### src/logic/siu_pkg.sv
// Package of register map, field positions and reset values for the six source interrupt unit.
package siu_pkg;

  // ---------------------------------------------------------------------------
  // Bus geometry
  // ---------------------------------------------------------------------------
  localparam int          SIU_ADDR_W = 12;
  localparam int          SIU_NSRC   = 6;
  localparam int          SIU_NLINE  = 7;

  // ---------------------------------------------------------------------------
  // Register indices; the byte address is four times the index
  // ---------------------------------------------------------------------------
  localparam logic [9:0]  SIU_IDX_REQ    = 10'h0FA;
  localparam logic [9:0]  SIU_IDX_MASK   = 10'h0FB;
  localparam logic [9:0]  SIU_IDX_PRIO   = 10'h0F9;
  localparam logic [9:0]  SIU_IDX_P3MODE = 10'h0F7;
  localparam logic [9:0]  SIU_IDX_BTCTL  = 10'h0F0;
  localparam logic [9:0]  SIU_IDX_WTCTL  = 10'h0F2;
  localparam logic [9:0]  SIU_IDX_EVSTAT = 10'h0E0;
  localparam logic [9:0]  SIU_IDX_EVMASK = 10'h0E1;
  localparam logic [9:0]  SIU_IDX_CORE   = 10'h0E2;

  localparam logic [11:0] SIU_ADDR_REQ    = {SIU_IDX_REQ, 2'b00};
  localparam logic [11:0] SIU_ADDR_MASK   = {SIU_IDX_MASK, 2'b00};
  localparam logic [11:0] SIU_ADDR_PRIO   = {SIU_IDX_PRIO, 2'b00};
  localparam logic [11:0] SIU_ADDR_P3MODE = {SIU_IDX_P3MODE, 2'b00};
  localparam logic [11:0] SIU_ADDR_BTCTL  = {SIU_IDX_BTCTL, 2'b00};
  localparam logic [11:0] SIU_ADDR_WTCTL  = {SIU_IDX_WTCTL, 2'b00};
  localparam logic [11:0] SIU_ADDR_EVSTAT = {SIU_IDX_EVSTAT, 2'b00};
  localparam logic [11:0] SIU_ADDR_EVMASK = {SIU_IDX_EVMASK, 2'b00};
  localparam logic [11:0] SIU_ADDR_CORE   = {SIU_IDX_CORE, 2'b00};

  // ---------------------------------------------------------------------------
  // Field positions
  // ---------------------------------------------------------------------------
  localparam int          SIU_EDGE_HI_BIT   = 7;
  localparam int          SIU_EDGE_LO_BIT   = 6;
  localparam int          SIU_GLOBAL_EN_BIT = 7;
  localparam int          SIU_ANALOG_BIT    = 1;
  localparam int          SIU_TMR_STAT_BIT  = 5;
  localparam int          SIU_TMR_IE_BIT    = 1;
  localparam int          SIU_EV_GRANT_BIT  = 0;
  localparam int          SIU_EV_WAKE_BIT   = 1;

  // ---------------------------------------------------------------------------
  // Reset values and bus answers
  // ---------------------------------------------------------------------------
  localparam logic [7:0]  SIU_RST_BYTE  = 8'h00;
  localparam logic [1:0]  SIU_RESP_OKAY = 2'h0;
  localparam logic [1:0]  SIU_RESP_SLV  = 2'h2;
  localparam logic [1:0]  SIU_ARM_COUNT = 2'h3;

endpackage : siu_pkg

### src/logic/siu_edge_if.sv
// Interface between the unit and its synchronising edge detector.
`timescale 1ns/1ps
`default_nettype none
interface siu_edge_if #(parameter int N = 7);
  logic [N-1:0] raw;
  logic [N-1:0] rise_en;
  logic [N-1:0] fall_en;
  logic [N-1:0] pulse;

  modport det  (input raw, input rise_en, input fall_en, output pulse);
  modport user (output raw, output rise_en, output fall_en, input pulse);
endinterface : siu_edge_if
`default_nettype wire

### src/logic/siu_edge_detect.sv
// Two-stage synchroniser and selectable edge detector for asynchronous request lines.
`timescale 1ns/1ps
`default_nettype none
module siu_edge_detect
  import siu_pkg::*;
#(
  parameter int N = SIU_NLINE
)
(
  input  wire logic clk,
  input  wire logic rst_n,
  siu_edge_if.det   eif
);

  logic [N-1:0] meta_q;
  logic [N-1:0] sync_q;
  logic [N-1:0] prev_q;
  logic [1:0]   arm_q;
  logic         armed;

  // ---------------------------------------------------------------------------
  // Synchroniser and history
  // ---------------------------------------------------------------------------
  // The first stage feeds only the second stage.
  always_ff @(posedge clk or negedge rst_n)
  begin
    if (!rst_n)
    begin
      meta_q <= '0;
      sync_q <= '0;
      prev_q <= '0;
      arm_q  <= '0;
    end
    else
    begin
      meta_q <= eif.raw;
      sync_q <= meta_q;
      prev_q <= sync_q;
      if (!armed)
        arm_q <= arm_q + 2'h1;
    end
  end

  // Edges are only trusted once the history holds real pin samples.
  assign armed     = (arm_q == SIU_ARM_COUNT);
  assign eif.pulse = {N{armed}} & ((sync_q & ~prev_q & eif.rise_en) |
                                   (~sync_q & prev_q & eif.fall_en));

endmodule : siu_edge_detect
`default_nettype wire

### src/logic/siu_interrupt_unit.sv
// Six source interrupt unit with AXI4-Lite register access and core request port.
//
// Summary of operation
// - Six maskable requests: three port-3 lines, two timers, one low-voltage detector.
// - Mask register enables each request alone and all of them globally.
// - Port-3 mode bit 1 picks line three or stop-recovery logic for request 1.
// - Request n owns vector bytes 2n and 2n+1 in program memory.
// - Requests 3,4,5 are word timer, byte timer, detector; request 1 falling only.
// - A priority register steers the encoder choosing among several pending requests.
// - A grant starts the machine cycle and disables all further interrupts.
// - Pending bits keep recording while masked so software can poll them.
// - Comparator one feeds request 2, comparator two feeds request 0.
// - Request register bits 7 and 6 choose the edges of requests 2 and 0.
// - In halt the core clock stops while timers and all sources stay active.
// - Halt ends only when an enabled request is offered; return follows halt.
// - Timer time-out sets status bit 5; request only if control bit 1 set.
`timescale 1ns/1ps
`default_nettype none
module siu_interrupt_unit
  import siu_pkg::*;
(
  input  wire logic                  clk,
  input  wire logic                  rst_n,
  // AXI4-Lite slave.
  input  wire logic [SIU_ADDR_W-1:0] s_axi_awaddr,
  input  wire logic                  s_axi_awvalid,
  output logic                       s_axi_awready,
  input  wire logic [31:0]           s_axi_wdata,
  input  wire logic [3:0]            s_axi_wstrb,
  input  wire logic                  s_axi_wvalid,
  output logic                       s_axi_wready,
  output logic [1:0]                 s_axi_bresp,
  output logic                       s_axi_bvalid,
  input  wire logic                  s_axi_bready,
  input  wire logic [SIU_ADDR_W-1:0] s_axi_araddr,
  input  wire logic                  s_axi_arvalid,
  output logic                       s_axi_arready,
  output logic [31:0]                s_axi_rdata,
  output logic [1:0]                 s_axi_rresp,
  output logic                       s_axi_rvalid,
  input  wire logic                  s_axi_rready,
  // Asynchronous request sources.
  input  wire logic                  port3_line_one,
  input  wire logic                  port3_line_two,
  input  wire logic                  port3_line_three,
  input  wire logic                  comparator_input_one,
  input  wire logic                  comparator_input_two,
  input  wire logic                  stop_recovery_src,
  input  wire logic                  low_voltage_detector,
  // Timer time-out pulses from the same clock.
  input  wire logic                  byte_timer_timeout,
  input  wire logic                  word_timer_timeout,
  // Core side.
  output logic                       irq_req,
  output logic [7:0]                 irq_vector,
  input  wire logic                  irq_ack,
  input  wire logic                  halt_enter,
  output logic                       core_clk_en,
  output logic                       intr_out
);

  // ---------------------------------------------------------------------------
  // Declarations
  // ---------------------------------------------------------------------------
  logic                  aw_hold_q;
  logic [SIU_ADDR_W-1:0] awaddr_q;
  logic                  w_hold_q;
  logic [7:0]            wbyte_q;
  logic                  wlane_q;
  logic                  bvalid_q;
  logic [1:0]            bresp_q;
  logic                  rvalid_q;
  logic [31:0]           rdata_q;
  logic [1:0]            rresp_q;

  logic [1:0]            edge_sel_q;
  logic [5:0]            pend_q;
  logic [5:0]            pend_d;
  logic [5:0]            mask_q;
  logic                  gen_q;
  logic [2:0]            prio_q;
  logic                  analog_q;
  logic                  bt_stat_q;
  logic                  bt_ie_q;
  logic                  wt_stat_q;
  logic                  wt_ie_q;
  logic [1:0]            ev_stat_q;
  logic [1:0]            ev_stat_d;
  logic [1:0]            ev_mask_q;
  logic                  halted_q;
  logic                  req_q;
  logic [2:0]            win_q;

  logic                  wr_fire;
  logic                  wr_en;
  logic                  wr_hit;
  logic                  rd_fire;
  logic                  rd_hit;
  logic [7:0]            rd_byte;
  logic [7:0]            wb;
  logic                  wr_req;
  logic                  wr_mask;
  logic                  wr_prio;
  logic                  wr_p3m;
  logic                  wr_bt;
  logic                  wr_wt;
  logic                  wr_evs;
  logic                  wr_evm;
  logic [5:0]            src_set;
  logic [5:0]            sw_clr;
  logic [5:0]            ack_clr;
  logic [5:0]            active;
  logic                  grant;
  logic                  wake;

  siu_edge_if #(.N(SIU_NLINE)) eif ();

  // ---------------------------------------------------------------------------
  // Helper functions
  // ---------------------------------------------------------------------------
  // Rotating priority: the search starts at the programmed top request.
  function automatic logic [2:0] siu_pick(input logic [5:0] act, input logic [2:0] top);
    logic [2:0] win;
    logic       found;
    int         start;
    int         k;
    win   = 3'h0;
    found = 1'b0;
    start = (int'(top) < SIU_NSRC) ? int'(top) : 0;
    for (int i = 0; i < SIU_NSRC; i++)
    begin
      k = (start + i) % SIU_NSRC;
      if (!found && act[k])
      begin
        win   = k[2:0];
        found = 1'b1;
      end
    end
    return win;
  endfunction : siu_pick

  // One-hot mask of a request index.
  function automatic logic [5:0] siu_onehot(input logic [2:0] idx);
    return 6'(6'h01 << idx);
  endfunction : siu_onehot

  // Mapped register offsets; any other address answers with an error code.
  function automatic logic siu_mapped(input logic [SIU_ADDR_W-1:0] a);
    return (a == SIU_ADDR_REQ) | (a == SIU_ADDR_MASK) | (a == SIU_ADDR_PRIO) |
           (a == SIU_ADDR_P3MODE) | (a == SIU_ADDR_BTCTL) | (a == SIU_ADDR_WTCTL) |
           (a == SIU_ADDR_EVSTAT) | (a == SIU_ADDR_EVMASK) | (a == SIU_ADDR_CORE);
  endfunction : siu_mapped

  // ---------------------------------------------------------------------------
  // AXI4-Lite handshakes
  // ---------------------------------------------------------------------------
  // Address and data are taken in either order; the write is done once both are held.
  assign s_axi_awready = ~aw_hold_q & ~bvalid_q;
  assign s_axi_wready  = ~w_hold_q & ~bvalid_q;
  assign wr_fire       = aw_hold_q & w_hold_q & ~bvalid_q;
  assign wr_en         = wr_fire & wlane_q;
  assign s_axi_bvalid  = bvalid_q;
  assign s_axi_bresp   = bresp_q;
  assign s_axi_arready = ~rvalid_q;
  assign rd_fire       = s_axi_arvalid & ~rvalid_q;
  assign s_axi_rvalid  = rvalid_q;
  assign s_axi_rdata   = rdata_q;
  assign s_axi_rresp   = rresp_q;

  // Write channel state.
  always_ff @(posedge clk or negedge rst_n)
  begin
    if (!rst_n)
    begin
      aw_hold_q <= 1'b0;
      awaddr_q  <= '0;
      w_hold_q  <= 1'b0;
      wbyte_q   <= SIU_RST_BYTE;
      wlane_q   <= 1'b0;
      bvalid_q  <= 1'b0;
      bresp_q   <= SIU_RESP_OKAY;
    end
    else
    begin
      if (s_axi_awvalid && s_axi_awready)
      begin
        aw_hold_q <= 1'b1;
        awaddr_q  <= s_axi_awaddr;
      end
      if (s_axi_wvalid && s_axi_wready)
      begin
        w_hold_q <= 1'b1;
        wbyte_q  <= s_axi_wdata[7:0];
        wlane_q  <= s_axi_wstrb[0];
      end
      if (wr_fire)
      begin
        aw_hold_q <= 1'b0;
        w_hold_q  <= 1'b0;
        bvalid_q  <= 1'b1;
        bresp_q   <= wr_hit ? SIU_RESP_OKAY : SIU_RESP_SLV;
      end
      else if (bvalid_q && s_axi_bready)
        bvalid_q <= 1'b0;
    end
  end

  // Read channel state.
  always_ff @(posedge clk or negedge rst_n)
  begin
    if (!rst_n)
    begin
      rvalid_q <= 1'b0;
      rdata_q  <= '0;
      rresp_q  <= SIU_RESP_OKAY;
    end
    else if (rd_fire)
    begin
      rvalid_q <= 1'b1;
      rdata_q  <= {24'h000000, rd_byte};
      rresp_q  <= rd_hit ? SIU_RESP_OKAY : SIU_RESP_SLV;
    end
    else if (rvalid_q && s_axi_rready)
      rvalid_q <= 1'b0;
  end

  // ---------------------------------------------------------------------------
  // Register decode
  // ---------------------------------------------------------------------------
  // Write strobes per register; only byte lane 0 carries register bits.
  assign wb      = wbyte_q;
  assign wr_req  = wr_en & (awaddr_q == SIU_ADDR_REQ);
  assign wr_mask = wr_en & (awaddr_q == SIU_ADDR_MASK);
  assign wr_prio = wr_en & (awaddr_q == SIU_ADDR_PRIO);
  assign wr_p3m  = wr_en & (awaddr_q == SIU_ADDR_P3MODE);
  assign wr_bt   = wr_en & (awaddr_q == SIU_ADDR_BTCTL);
  assign wr_wt   = wr_en & (awaddr_q == SIU_ADDR_WTCTL);
  assign wr_evs  = wr_en & (awaddr_q == SIU_ADDR_EVSTAT);
  assign wr_evm  = wr_en & (awaddr_q == SIU_ADDR_EVMASK);
  assign wr_hit  = siu_mapped(awaddr_q);

  // Read multiplexer; unmapped addresses read zero with an error answer.
  assign rd_hit  = siu_mapped(s_axi_araddr);
  assign rd_byte =
    (s_axi_araddr == SIU_ADDR_REQ)    ? {edge_sel_q, pend_q} :
    (s_axi_araddr == SIU_ADDR_MASK)   ? {gen_q, 1'b0, mask_q} :
    (s_axi_araddr == SIU_ADDR_PRIO)   ? {5'h00, prio_q} :
    (s_axi_araddr == SIU_ADDR_P3MODE) ? {6'h00, analog_q, 1'b0} :
    (s_axi_araddr == SIU_ADDR_BTCTL)  ? {2'h0, bt_stat_q, 3'h0, bt_ie_q, 1'b0} :
    (s_axi_araddr == SIU_ADDR_WTCTL)  ? {2'h0, wt_stat_q, 3'h0, wt_ie_q, 1'b0} :
    (s_axi_araddr == SIU_ADDR_EVSTAT) ? {6'h00, ev_stat_q} :
    (s_axi_araddr == SIU_ADDR_EVMASK) ? {6'h00, ev_mask_q} :
    (s_axi_araddr == SIU_ADDR_CORE)   ? {7'h00, halted_q} : 8'h00;

  // ---------------------------------------------------------------------------
  // Source conditioning
  // ---------------------------------------------------------------------------
  // Line order: line one, line two, line three, comparator one, comparator two,
  // stop-recovery logic, low-voltage detector.
  assign eif.raw = {low_voltage_detector, stop_recovery_src, comparator_input_two,
                    comparator_input_one, port3_line_three, port3_line_two,
                    port3_line_one};
  // Request 2 edges from bit 7, request 0 edges from bit 6; both set gives both edges.
  assign eif.rise_en = {1'b1, 1'b0, edge_sel_q[0], edge_sel_q[1], 1'b0,
                        edge_sel_q[0], edge_sel_q[1]};
  assign eif.fall_en = {1'b0, 1'b1, ~edge_sel_q[0] | edge_sel_q[1],
                        ~edge_sel_q[1] | edge_sel_q[0], 1'b1,
                        ~edge_sel_q[0] | edge_sel_q[1], ~edge_sel_q[1] | edge_sel_q[0]};

  siu_edge_detect #(
    .N     (SIU_NLINE)
  ) u_edge (
    .clk   (clk),
    .rst_n (rst_n),
    .eif   (eif)
  );

  // Request sets; analog setting swaps pins for comparators and recovery logic.
  assign src_set[0] = analog_q ? eif.pulse[4] : eif.pulse[1];
  assign src_set[1] = analog_q ? eif.pulse[5] : eif.pulse[2];
  assign src_set[2] = analog_q ? eif.pulse[3] : eif.pulse[0];
  assign src_set[3] = word_timer_timeout & wt_ie_q;
  assign src_set[4] = byte_timer_timeout & bt_ie_q;
  assign src_set[5] = eif.pulse[6];

  // ---------------------------------------------------------------------------
  // Pending requests and arbitration
  // ---------------------------------------------------------------------------
  // A one written to a pending bit clears it; a grant clears the winner.
  assign sw_clr  = wr_req ? wb[5:0] : 6'h00;
  assign ack_clr = grant ? siu_onehot(win_q) : 6'h00;
  assign pend_d  = src_set | (pend_q & ~sw_clr & ~ack_clr);
  assign active  = pend_q & mask_q & {SIU_NSRC{gen_q}};
  assign grant   = req_q & irq_ack;
  assign wake    = halted_q & req_q;

  // Outputs to the core come straight from flip-flops, except intr_out, which gates status with mask.
  assign irq_req     = req_q;
  assign irq_vector  = {4'h0, win_q, 1'b0};
  assign core_clk_en = ~halted_q;
  assign intr_out    = |(ev_stat_q & ev_mask_q);

  // Pending register and edge selection.
  always_ff @(posedge clk or negedge rst_n)
  begin
    if (!rst_n)
    begin
      pend_q     <= '0;
      edge_sel_q <= '0;
    end
    else
    begin
      pend_q <= pend_d;
      if (wr_req)
        edge_sel_q <= {wb[SIU_EDGE_HI_BIT], wb[SIU_EDGE_LO_BIT]};
    end
  end

  // Request offer to the core; withdrawn after each grant until the global enable is set again.
  always_ff @(posedge clk or negedge rst_n)
  begin
    if (!rst_n)
    begin
      req_q <= 1'b0;
      win_q <= '0;
    end
    else
    begin
      req_q <= |active & ~grant;
      win_q <= siu_pick(active, prio_q);
    end
  end

  // Mask, global enable, priority and port mode.
  always_ff @(posedge clk or negedge rst_n)
  begin
    if (!rst_n)
    begin
      mask_q   <= '0;
      gen_q    <= 1'b0;
      prio_q   <= '0;
      analog_q <= 1'b0;
    end
    else
    begin
      if (wr_mask)
        mask_q <= wb[5:0];
      if (grant)
        gen_q <= 1'b0;
      else if (wr_mask)
        gen_q <= wb[SIU_GLOBAL_EN_BIT];
      if (wr_prio)
        prio_q <= wb[2:0];
      if (wr_p3m)
        analog_q <= wb[SIU_ANALOG_BIT];
    end
  end

  // Timer status bits: a time-out wins over a clearing write in the same cycle.
  always_ff @(posedge clk or negedge rst_n)
  begin
    if (!rst_n)
    begin
      bt_stat_q <= 1'b0;
      bt_ie_q   <= 1'b0;
      wt_stat_q <= 1'b0;
      wt_ie_q   <= 1'b0;
    end
    else
    begin
      bt_stat_q <= byte_timer_timeout | (bt_stat_q & ~(wr_bt & wb[SIU_TMR_STAT_BIT]));
      wt_stat_q <= word_timer_timeout | (wt_stat_q & ~(wr_wt & wb[SIU_TMR_STAT_BIT]));
      if (wr_bt)
        bt_ie_q <= wb[SIU_TMR_IE_BIT];
      if (wr_wt)
        wt_ie_q <= wb[SIU_TMR_IE_BIT];
    end
  end

  // ---------------------------------------------------------------------------
  // Halt control and event interrupt
  // ---------------------------------------------------------------------------
  // Sources keep running in halt; only an offered enabled request restarts the core.
  assign ev_stat_d = ({wake, grant} | ev_stat_q) & ~(wr_evs ? wb[1:0] & ~{wake, grant} : 2'h0);

  always_ff @(posedge clk or negedge rst_n)
  begin
    if (!rst_n)
    begin
      halted_q  <= 1'b0;
      ev_stat_q <= '0;
      ev_mask_q <= '0;
    end
    else
    begin
      if (wake)
        halted_q <= 1'b0;
      else if (halt_enter)
        halted_q <= 1'b1;
      ev_stat_q <= ev_stat_d;
      if (wr_evm)
        ev_mask_q <= wb[1:0];
    end
  end

endmodule : siu_interrupt_unit
`default_nettype wire

### config.mk
export PLATFORM = sky130hd
export DESIGN_NAME = siu_interrupt_unit
export DESIGN_NICKNAME = d
export VERILOG_FILES = /design/src/logic/siu_pkg.sv /design/src/logic/siu_edge_if.sv /design/src/logic/siu_edge_detect.sv /design/src/logic/siu_interrupt_unit.sv
export SDC_FILE = /design/constraint.sdc
export NUM_CORES = 1
export LEC_CHECK = 0
export ABC_AREA = 1
export BUFFER_PORTS_ARGS = -buffer_cell sky130_fd_sc_hd__clkbuf_2
export CAP_MARGIN = 30
export CORE_MARGIN = 1
export CORE_UTILIZATION = 48
export DETAILED_ROUTE_END_ITERATION = 7
export HOLD_SLACK_MARGIN = 0.12
export PLACE_DENSITY = 0.77
export REMOVE_ABC_BUFFERS = 1
export SETUP_SLACK_MARGIN = 0.02
export SYNTH_ARGS = -nofsm -noshare
export SYNTH_HDL_FRONTEND = slang
export SYNTH_SLANG_ARGS = --single-unit
### constraint.sdc
create_clock -name clk -period 1.9 [get_ports clk]
set_input_delay 0.38 -clock clk [delete_from_list [all_inputs] [get_ports clk]]
set_output_delay 0.38 -clock clk [all_outputs]
set_load 0.03 [all_outputs]
==> impl_metrics.env, run 1 <==
export IMPL_outcome="finished with violations"
export IMPL_violations="setup timing"
export IMPL_fill_cells=823
export IMPL_crit_required_ns=2.21
export IMPL_antenna_found_initial=0
export IMPL_firstDrtPassIters=5
export IMPL_io_buffers=71
export IMPL_die_height_um=102
export IMPL_cp_start_kind="flop"
export IMPL_layout_setup_ws_ns=-0.225
export IMPL_r2r_cells=17
export IMPL_synth_edff_count=0
export IMPL_setup_viol=3
export IMPL_clkTransAtPathRegs_ns=0.10
export IMPL_htree_num_levels=3
export IMPL_synth_simple_gate_area_share_pct=25.4
export IMPL_synth_xor_area_share_pct=0.362
export IMPL_ir_worst_vdd_uv=988
export IMPL_core_area_um2=9770
export IMPL_diodes=0
export IMPL_num_vias=4399
export IMPL_vias_per_cell=5.06
export IMPL_slew_viol_final=0
export IMPL_synth_compound_area_share_pct=11.4
export IMPL_seqCellArea_um2=2260
export IMPL_grt_pass1_vias=4278
export IMPL_synthAdderAreaFrac_pct=1.55
export IMPL_die_area_um2=10500
export IMPL_slew_headroom_pct=63.5
export IMPL_synth_area_leader_cell="dfrtp_1"
export IMPL_syn_area_um2=4840
export IMPL_cts_root_buffer="clkbuf_8"
export IMPL_synth_flop_cell="dfrtp_1"
export IMPL_min_period_over_period_pct=112
export IMPL_cts_max_path_buffers=2
export IMPL_muxShareOfSynthArea_pct=2.53
export IMPL_crit_type="flop to flop"
export IMPL_crit_chain="ha_4 -> inv_4 -> nand2_4 -> buf_12 -> nand2_4 -> nand2_4 -> inv_4 -> nor2_4 -> nand2_2 -> nand2_2 -> o21ai_1 -> nand2_1 -> nand2_2 -> inv_2 -> nor2_8 -> nand3_1 -> nand3_1"
export IMPL_synth_top_area_share_pct=46.5
export IMPL_cts_buffers=9
export IMPL_tightest_slew_ns=0.546
export IMPL_synth_top_family_by_area="simple AND/OR/NAND/NOR gates"
export IMPL_cp_end_kind="flop"
export IMPL_wl_um=11200
export IMPL_grt_pass1_wl_um=18900
export IMPL_p_leak_nw=3.19
export IMPL_top_layer="met4"
export IMPL_place_gp_congestion=0.919
export IMPL_drive_gt1_share_pct=28.9
export IMPL_p_per_area_nw_per_um2=829
export IMPL_initial_core_util_pct=49.5
export IMPL_p_total_mw=5.08
export IMPL_async_reset_ff_share_pct=100
export IMPL_final_min_clock_period_ns=2.12
export IMPL_skew_ns=0.0103
export IMPL_drt_iter0_markers=266
export IMPL_rsz0062_at_grt="yes"
export IMPL_wl_per_cell_um=12.9
export IMPL_final_nets=816
export IMPL_slowest_delay_ns=0.47
export IMPL_cp_slowest_cell="dfrtp_2"
export IMPL_syn_avg_cell_area_um2=8.13
export IMPL_dp_hpwl_um=8600
export IMPL_fin_tns_setup_ns=-0.651
export IMPL_grt_overflow=0
export IMPL_hp_class="input pin to flop"
export IMPL_wl_met1_um=4840
export IMPL_clk_insertion_delay_late_ns=0.37
export IMPL_gr_usage_all_layers_pct=23.4
export IMPL_synthTopCellsByCount="nand2_1 (118), dfrtp_1 (90), inv_1 (81)"
export IMPL_synthCells=595
export IMPL_synthTopCellsByArea="dfrtp_1 (47%), nand2_1 (9.2%), inv_1 (6.3%)"
export IMPL_yosysSeqAreaShare_pct=46.5
export IMPL_multiInputGateArea_um2=2270
export IMPL_worstPathMaxFanout=6
export IMPL_regToRegSetupSlack_ns=-0.22
export IMPL_holdPathStages=2
export IMPL_ys_ff_latch=90
export IMPL_cp_arrival_ns=2.43
export IMPL_fmax_mhz=471
export IMPL_wl_met2_um=5580
export IMPL_crit_buf_inv=4
export IMPL_io_pins=130
export IMPL_rows=36
export IMPL_clock_sinks=90
export IMPL_synthDistinctLibCells=43
export IMPL_cts_tree="built"
export IMPL_path_depth=17
export IMPL_grt_max_degree=53
export IMPL_antenna_left=0
export IMPL_drv_cap=0
export IMPL_yosys_warnings=0
export IMPL_dr_wl_met3_um=560
export IMPL_drc=0
export IMPL_cpLargestDelayFamily="simple AND/OR/NAND/NOR gates"
export IMPL_syn_to_final_growth_pct=26.6
export IMPL_synth_most_common_cell="nand2_1"
export IMPL_die_x_um=102
export IMPL_finalHoldViolCount=0
-- per-layer routing --
metal / track usage (%) / vias to the layer above
met4: 8.68 / 0
li1: - / 2170
met1: 28.8 / 2044
met5: 0 / -
met2: 40.6 / 161
met3: 4.51 / 24
-- power breakdown --
part           internal (mW)  switching (mW)
Combinational          0.450           0.889
Clock                  0.559           0.748
Sequential              2.24           0.194
Total                   3.24            1.83
-- metrics by stage --
step	area (um2)	hold WS [ns]	util (%)	cells	worst slack, ns
4_1_cts	6060	0.169	62.0	870	-0.202
6_report	6120	0.176	62.7	870	-0.225
5_1_grt	6120	0.185	62.7	870	-0.349
3_3_place_gp	5620	0.244	57.5	841	-0.253
3_5_place_dp	5620	0.246	57.5	841	-0.453
2_1_floorplan	4690	0.0844	-	587	-0.168
-- cell type report --
| class | instances | area share (%) |
|---|---|---|
| Tap cell | 133 | 2.72 |
| Inverter | 87 | 5.41 |
| Multi-Input combinational cell | 410 | 37.1 |
| Timing Repair Buffer | 134 | 14.6 |
| Clock inverter | 6 | 1.10 |
| Clock buffer | 10 | 2.25 |
| Sequential cell | 90 | 36.8 |
-- registers in the layout (all words and copies together) (netlist names), 3 cells and up --
signal	count
awaddr_q	12
mask_q	6
pend_q	6
prio_q	3
s_axi_rdata	8
u_edge.meta_q	7
u_edge.prev_q	7
u_edge.sync_q	7
wb	8
win_q	3
-- repair_timing --
action | 4_1_cts | 5_1_grt
setup buffers | 5 | 0
pin swaps | 15 | 6
hold buffers | 8 | 0
gates resized for setup | 33 | 21
endpoints found under the hold margin | 20 | 0
endpoints found under the setup margin | 6 | 11
cloned | 0 | 0
-- logic make-up (layout without fill, tap and decap cells) --
family,Yosys count,in the layout
simple gates,264,264
buf+inv,125,237
compound gates,96,96
flops,90,90
mux,11,11
fa+ha+maj,6,6
xor+xnor,2,2
other cells,1,31
-- layout by cell type, fill, tap and decap left out, types with 4 or more instances in the layout --
cell type,n
a21oi_1,20
a31oi_1,6
buf_4,51
clkbuf_2,70
clkbuf_8,10
conb_1,31
dfrtp_1,87
dlygate4sd3_1,8
inv_1,72
inv_2,11
mux2_2,10
nand2_1,109
nand2_2,15
nand2_4,6
nand3_1,46
nand3_2,4
nand4_1,9
nor2_1,49
nor3_1,12
o211ai_1,6
o21ai_0,40
o21ai_1,5
-- path summary, 6_finish.rpt --
path	from	end
worst min-delay path	s_axi_bready	s_axi_bvalid
worst max register to register	prio_q[1]	win_q[2]
min in group asynchronous	rst_n	u_edge.prev_q[4]
worst max-delay path	prio_q[1]	win_q[2]
worst min register to register	u_edge.meta_q[1]	u_edge.sync_q[1]
max in group asynchronous	rst_n	awaddr_q[7]
(Power assumes the default switching activity.)
==> run 2, diff against run 1 <==
--- a/config.mk
+++ b/config.mk
@@ -5,7 +5,6 @@
 export SDC_FILE = /design/constraint.sdc
 export NUM_CORES = 1
 export LEC_CHECK = 0
-export ABC_AREA = 1
 export BUFFER_PORTS_ARGS = -buffer_cell sky130_fd_sc_hd__clkbuf_2
 export CAP_MARGIN = 30
 export CORE_MARGIN = 1
==> run 2 against run 1 <==
Effect of this change: the run still ends with setup timing left; synthesized cell count decreased by 18%; count of clock-buffer cells in the layout decreased by 1; die area increased by 2.3%; combinational power decreased by 5%; maximum frequency decreased by 14%.
==> impl_metrics.env, run 2 <==
export IMPL_outcome="finished with violations"
export IMPL_violations="setup timing"
export IMPL_async_reset_ff_share_pct=100
export IMPL_drive_gt1_share_pct=43.1
export IMPL_slowest_delay_ns=0.47
export IMPL_wl_per_cell_um=15.1
export IMPL_grt_max_degree=91
export IMPL_cpLargestDelayFamily="compound AO/OA/AOI/OAI gates"
export IMPL_regToRegSetupSlack_ns=-0.58
export IMPL_cts_tree="built"
export IMPL_core_area_um2=9860
export IMPL_fmax_mhz=403
export IMPL_diodes=0
export IMPL_io_pins=130
export IMPL_hp_class="input pin to flop"
export IMPL_tightest_slew_ns=0.521
export IMPL_final_core_util_pct=66.4
export IMPL_crit_buf_inv=4
export IMPL_gr_usage_all_layers_pct=22.7
export IMPL_clock_sinks=90
export IMPL_worstHoldStart="s_axi_bready"
export IMPL_wl_um=11900
export IMPL_crit_type="flop to flop"
export IMPL_drc=0
export IMPL_largest_reg_flops=12
export IMPL_synthTopCellsByCount="dfrtp_1 (90), nand2_1 (52), buf_4 (32), mux2_2 (32), nor2_1 (31)"
export IMPL_grt_pass1_vias=4061
export IMPL_dp_hpwl_um=8700
export IMPL_place_gp_congestion=0.830
export IMPL_synthCells=486
export IMPL_drt_iter0_markers=266
export IMPL_cp_slowest_cell="dfrtp_2"
export IMPL_regMostFlops="awaddr_q"
export IMPL_crit_chain="ha_4 -> buf_6 -> nor2b_4 -> buf_6 -> o22ai_1 -> a31oi_2 -> a32oi_2 -> buf_4 -> buf_4 -> a21oi_2 -> o221ai_2 -> a31o_1"
export IMPL_cts_root_buffer="clkbuf_8"
export IMPL_syn_area_um2=4950
export IMPL_clkTransAtPathRegs_ns=0.10
export IMPL_cp_end_kind="flop"
export IMPL_num_vias=4214
export IMPL_dp_slack_ns=-0.707
export IMPL_hold_end="s_axi_bvalid"
export IMPL_crit_required_ns=2.15
export IMPL_synth_flop_cell="dfrtp_1"
export IMPL_setup_viol=7
export IMPL_syn_avg_cell_area_um2=10.2
export IMPL_synth_most_common_cell="dfrtp_1"
export IMPL_holdWs_ns=0.202
export IMPL_slew_viol_final=0
export IMPL_r2r_cells=12
export IMPL_timing_rr_start="prio_q[2]"
export IMPL_synth_edff_count=0
export IMPL_final_min_clock_period_ns=2.48
export IMPL_placed_area_um2=5850
export IMPL_synthTopCellsByArea="dfrtp_1 (45%), mux2_2 (7.3%), buf_4 (4.9%)"
export IMPL_final_area_um2=6550
export IMPL_min_period_over_period_pct=131
export IMPL_die_x_um=104
export IMPL_synth_area_leader_cell="dfrtp_1"
export IMPL_firstDrtPassIters=5
export IMPL_antenna_found_initial=0
export IMPL_drv_cap=0
export IMPL_ys_ff_latch=90
export IMPL_p_leak_nw=2.94
export IMPL_worstSetupStartpoint="prio_q[2]"
export IMPL_finalHoldViolCount=0
export IMPL_io_buffers=71
export IMPL_yosys_warnings=0
export IMPL_grt_pass1_wl_um=19600
export IMPL_rows=36
export IMPL_holdPathStages=2
export IMPL_synth_top_area_share_pct=45.5
export IMPL_yosysSeqAreaShare_pct=45.5
export IMPL_final_nets=735
export IMPL_r2r_end="win_q[0]"
export IMPL_vias_per_cell=5.34
export IMPL_die_area_um2=10700
export IMPL_worstPathMaxFanout=7
export IMPL_cp_start_kind="flop"
export IMPL_grt_overflow=0
export IMPL_initial_core_util_pct=50.2
export IMPL_htree_num_levels=3
export IMPL_clk_insertion_delay_late_ns=0.36
export IMPL_mostFrequentLayoutCells="buf_4 (89), dfrtp_1 (88), clkbuf_2 (70), nand2_1 (45), conb_1 (31)"
export IMPL_cts_max_path_buffers=2
export IMPL_layout_setup_ws_ns=-0.580
export IMPL_cp_arrival_ns=2.73
export IMPL_cts_buffers=9
export IMPL_final_common_cell="buf_4"
export IMPL_ir_worst_vdd_uv=983
export IMPL_p_per_area_nw_per_um2=776
export IMPL_instances_no_fill=789
export IMPL_skew_ns=0.0165
export IMPL_die_height_um=104
export IMPL_synthDistinctLibCells=81
export IMPL_syn_to_final_growth_pct=32.3
export IMPL_slew_headroom_pct=65.2
export IMPL_rsz0062_at_grt="yes"
export IMPL_antenna_left=0
export IMPL_placed_cells=750
-- run 2: cell types whose count changed after synthesis, moves of 6 or more --
cell	delta
a22oi_1	+6
a32o_1	+6
inv_1	-67
mux2_2	+22
mux2i_1	+10
nand2_1	-66
nand2_2	-7
nand3_1	-39
nand3b_1	+6
nand4_1	-6
nor2_1	-18
nor2b_1	+6
o21ai_0	-20
-- run 2: kinds of logic (layout without fill, tap and decap cells) --
family	count (synthesis)	count (layout)	synth area share, %
AO/OA/AOI/OAI	108	108	15.3
XOR/XNOR	2	2	0.354
adder cells (fa/ha/maj)	6	6	1.52
buffers and inverters	70	210	9.04
flip-flops	90	90	45.5
multiplexers	49	49	11.2
other	1	31	0.0757
AND/OR/NAND/NOR	160	160	17.1
-- run 2: worst max-delay path by stage --
stage,endpoint,slack (ns),cells past startpoint
final,win_q[0],-0.58,12
after global routing,win_q[2],-0.70,10
after global placement,win_q[2],-0.62,10
after floorplan,win_q[2],-0.88,10
after CTS,win_q[2],-0.60,10
after detailed placement,win_q[2],-0.71,11
-- run 2: power breakdown --
group / leakage [nW] / switching [mW] / internal, mW / total, mW
Clock: 0.0913 / 0.708 / 0.485 / 1.19
Sequential: 1.09 / 0.389 / 2.23 / 2.62
Combinational: 1.77 / 0.669 / 0.606 / 1.27
Total: 2.94 / 1.77 / 3.32 / 5.09
-- run 2: metal layers --
layer  vias up  part of all wire (%)  global-route usage (%)
li1       2017                     -                       -
met1      2048                    46                    31.6
met2       139                    48                    37.2
met3        10                   5.0                    3.96
met4         0                  0.81                    4.76
met5         -                     0                       0
-- run 2: per-stage QoR --
step | setup TNS (ns) | total power [mW]
5_1_grt | -3.70 | 5.34
6_report | -1.74 | 5.09
4_1_cts | -1.68 | 4.93
3_5_place_dp | -2.23 | 3.71
3_3_place_gp | -1.93 | 3.64
2_1_floorplan | -8.74 | 3.21
-- run 2: repair_timing --
item	in CTS	in global routing
hold buffers	4	4
endpoints found under the setup margin	21	26
setup buffers	11	5
endpoints found under the hold margin	93	4
pin swaps	17	27
gates resized for setup	23	54
gates cloned	0	0
-- run 2: area by class of cell --
class	instances	area (um2)
clock buffers	9	124
clock inverters	7	51.3
fillers	765	3310
inverters	18	87.6
multi-input cells	356	2660
flip-flops and latches	90	2250
well taps	133	166
repair buffers	176	1210
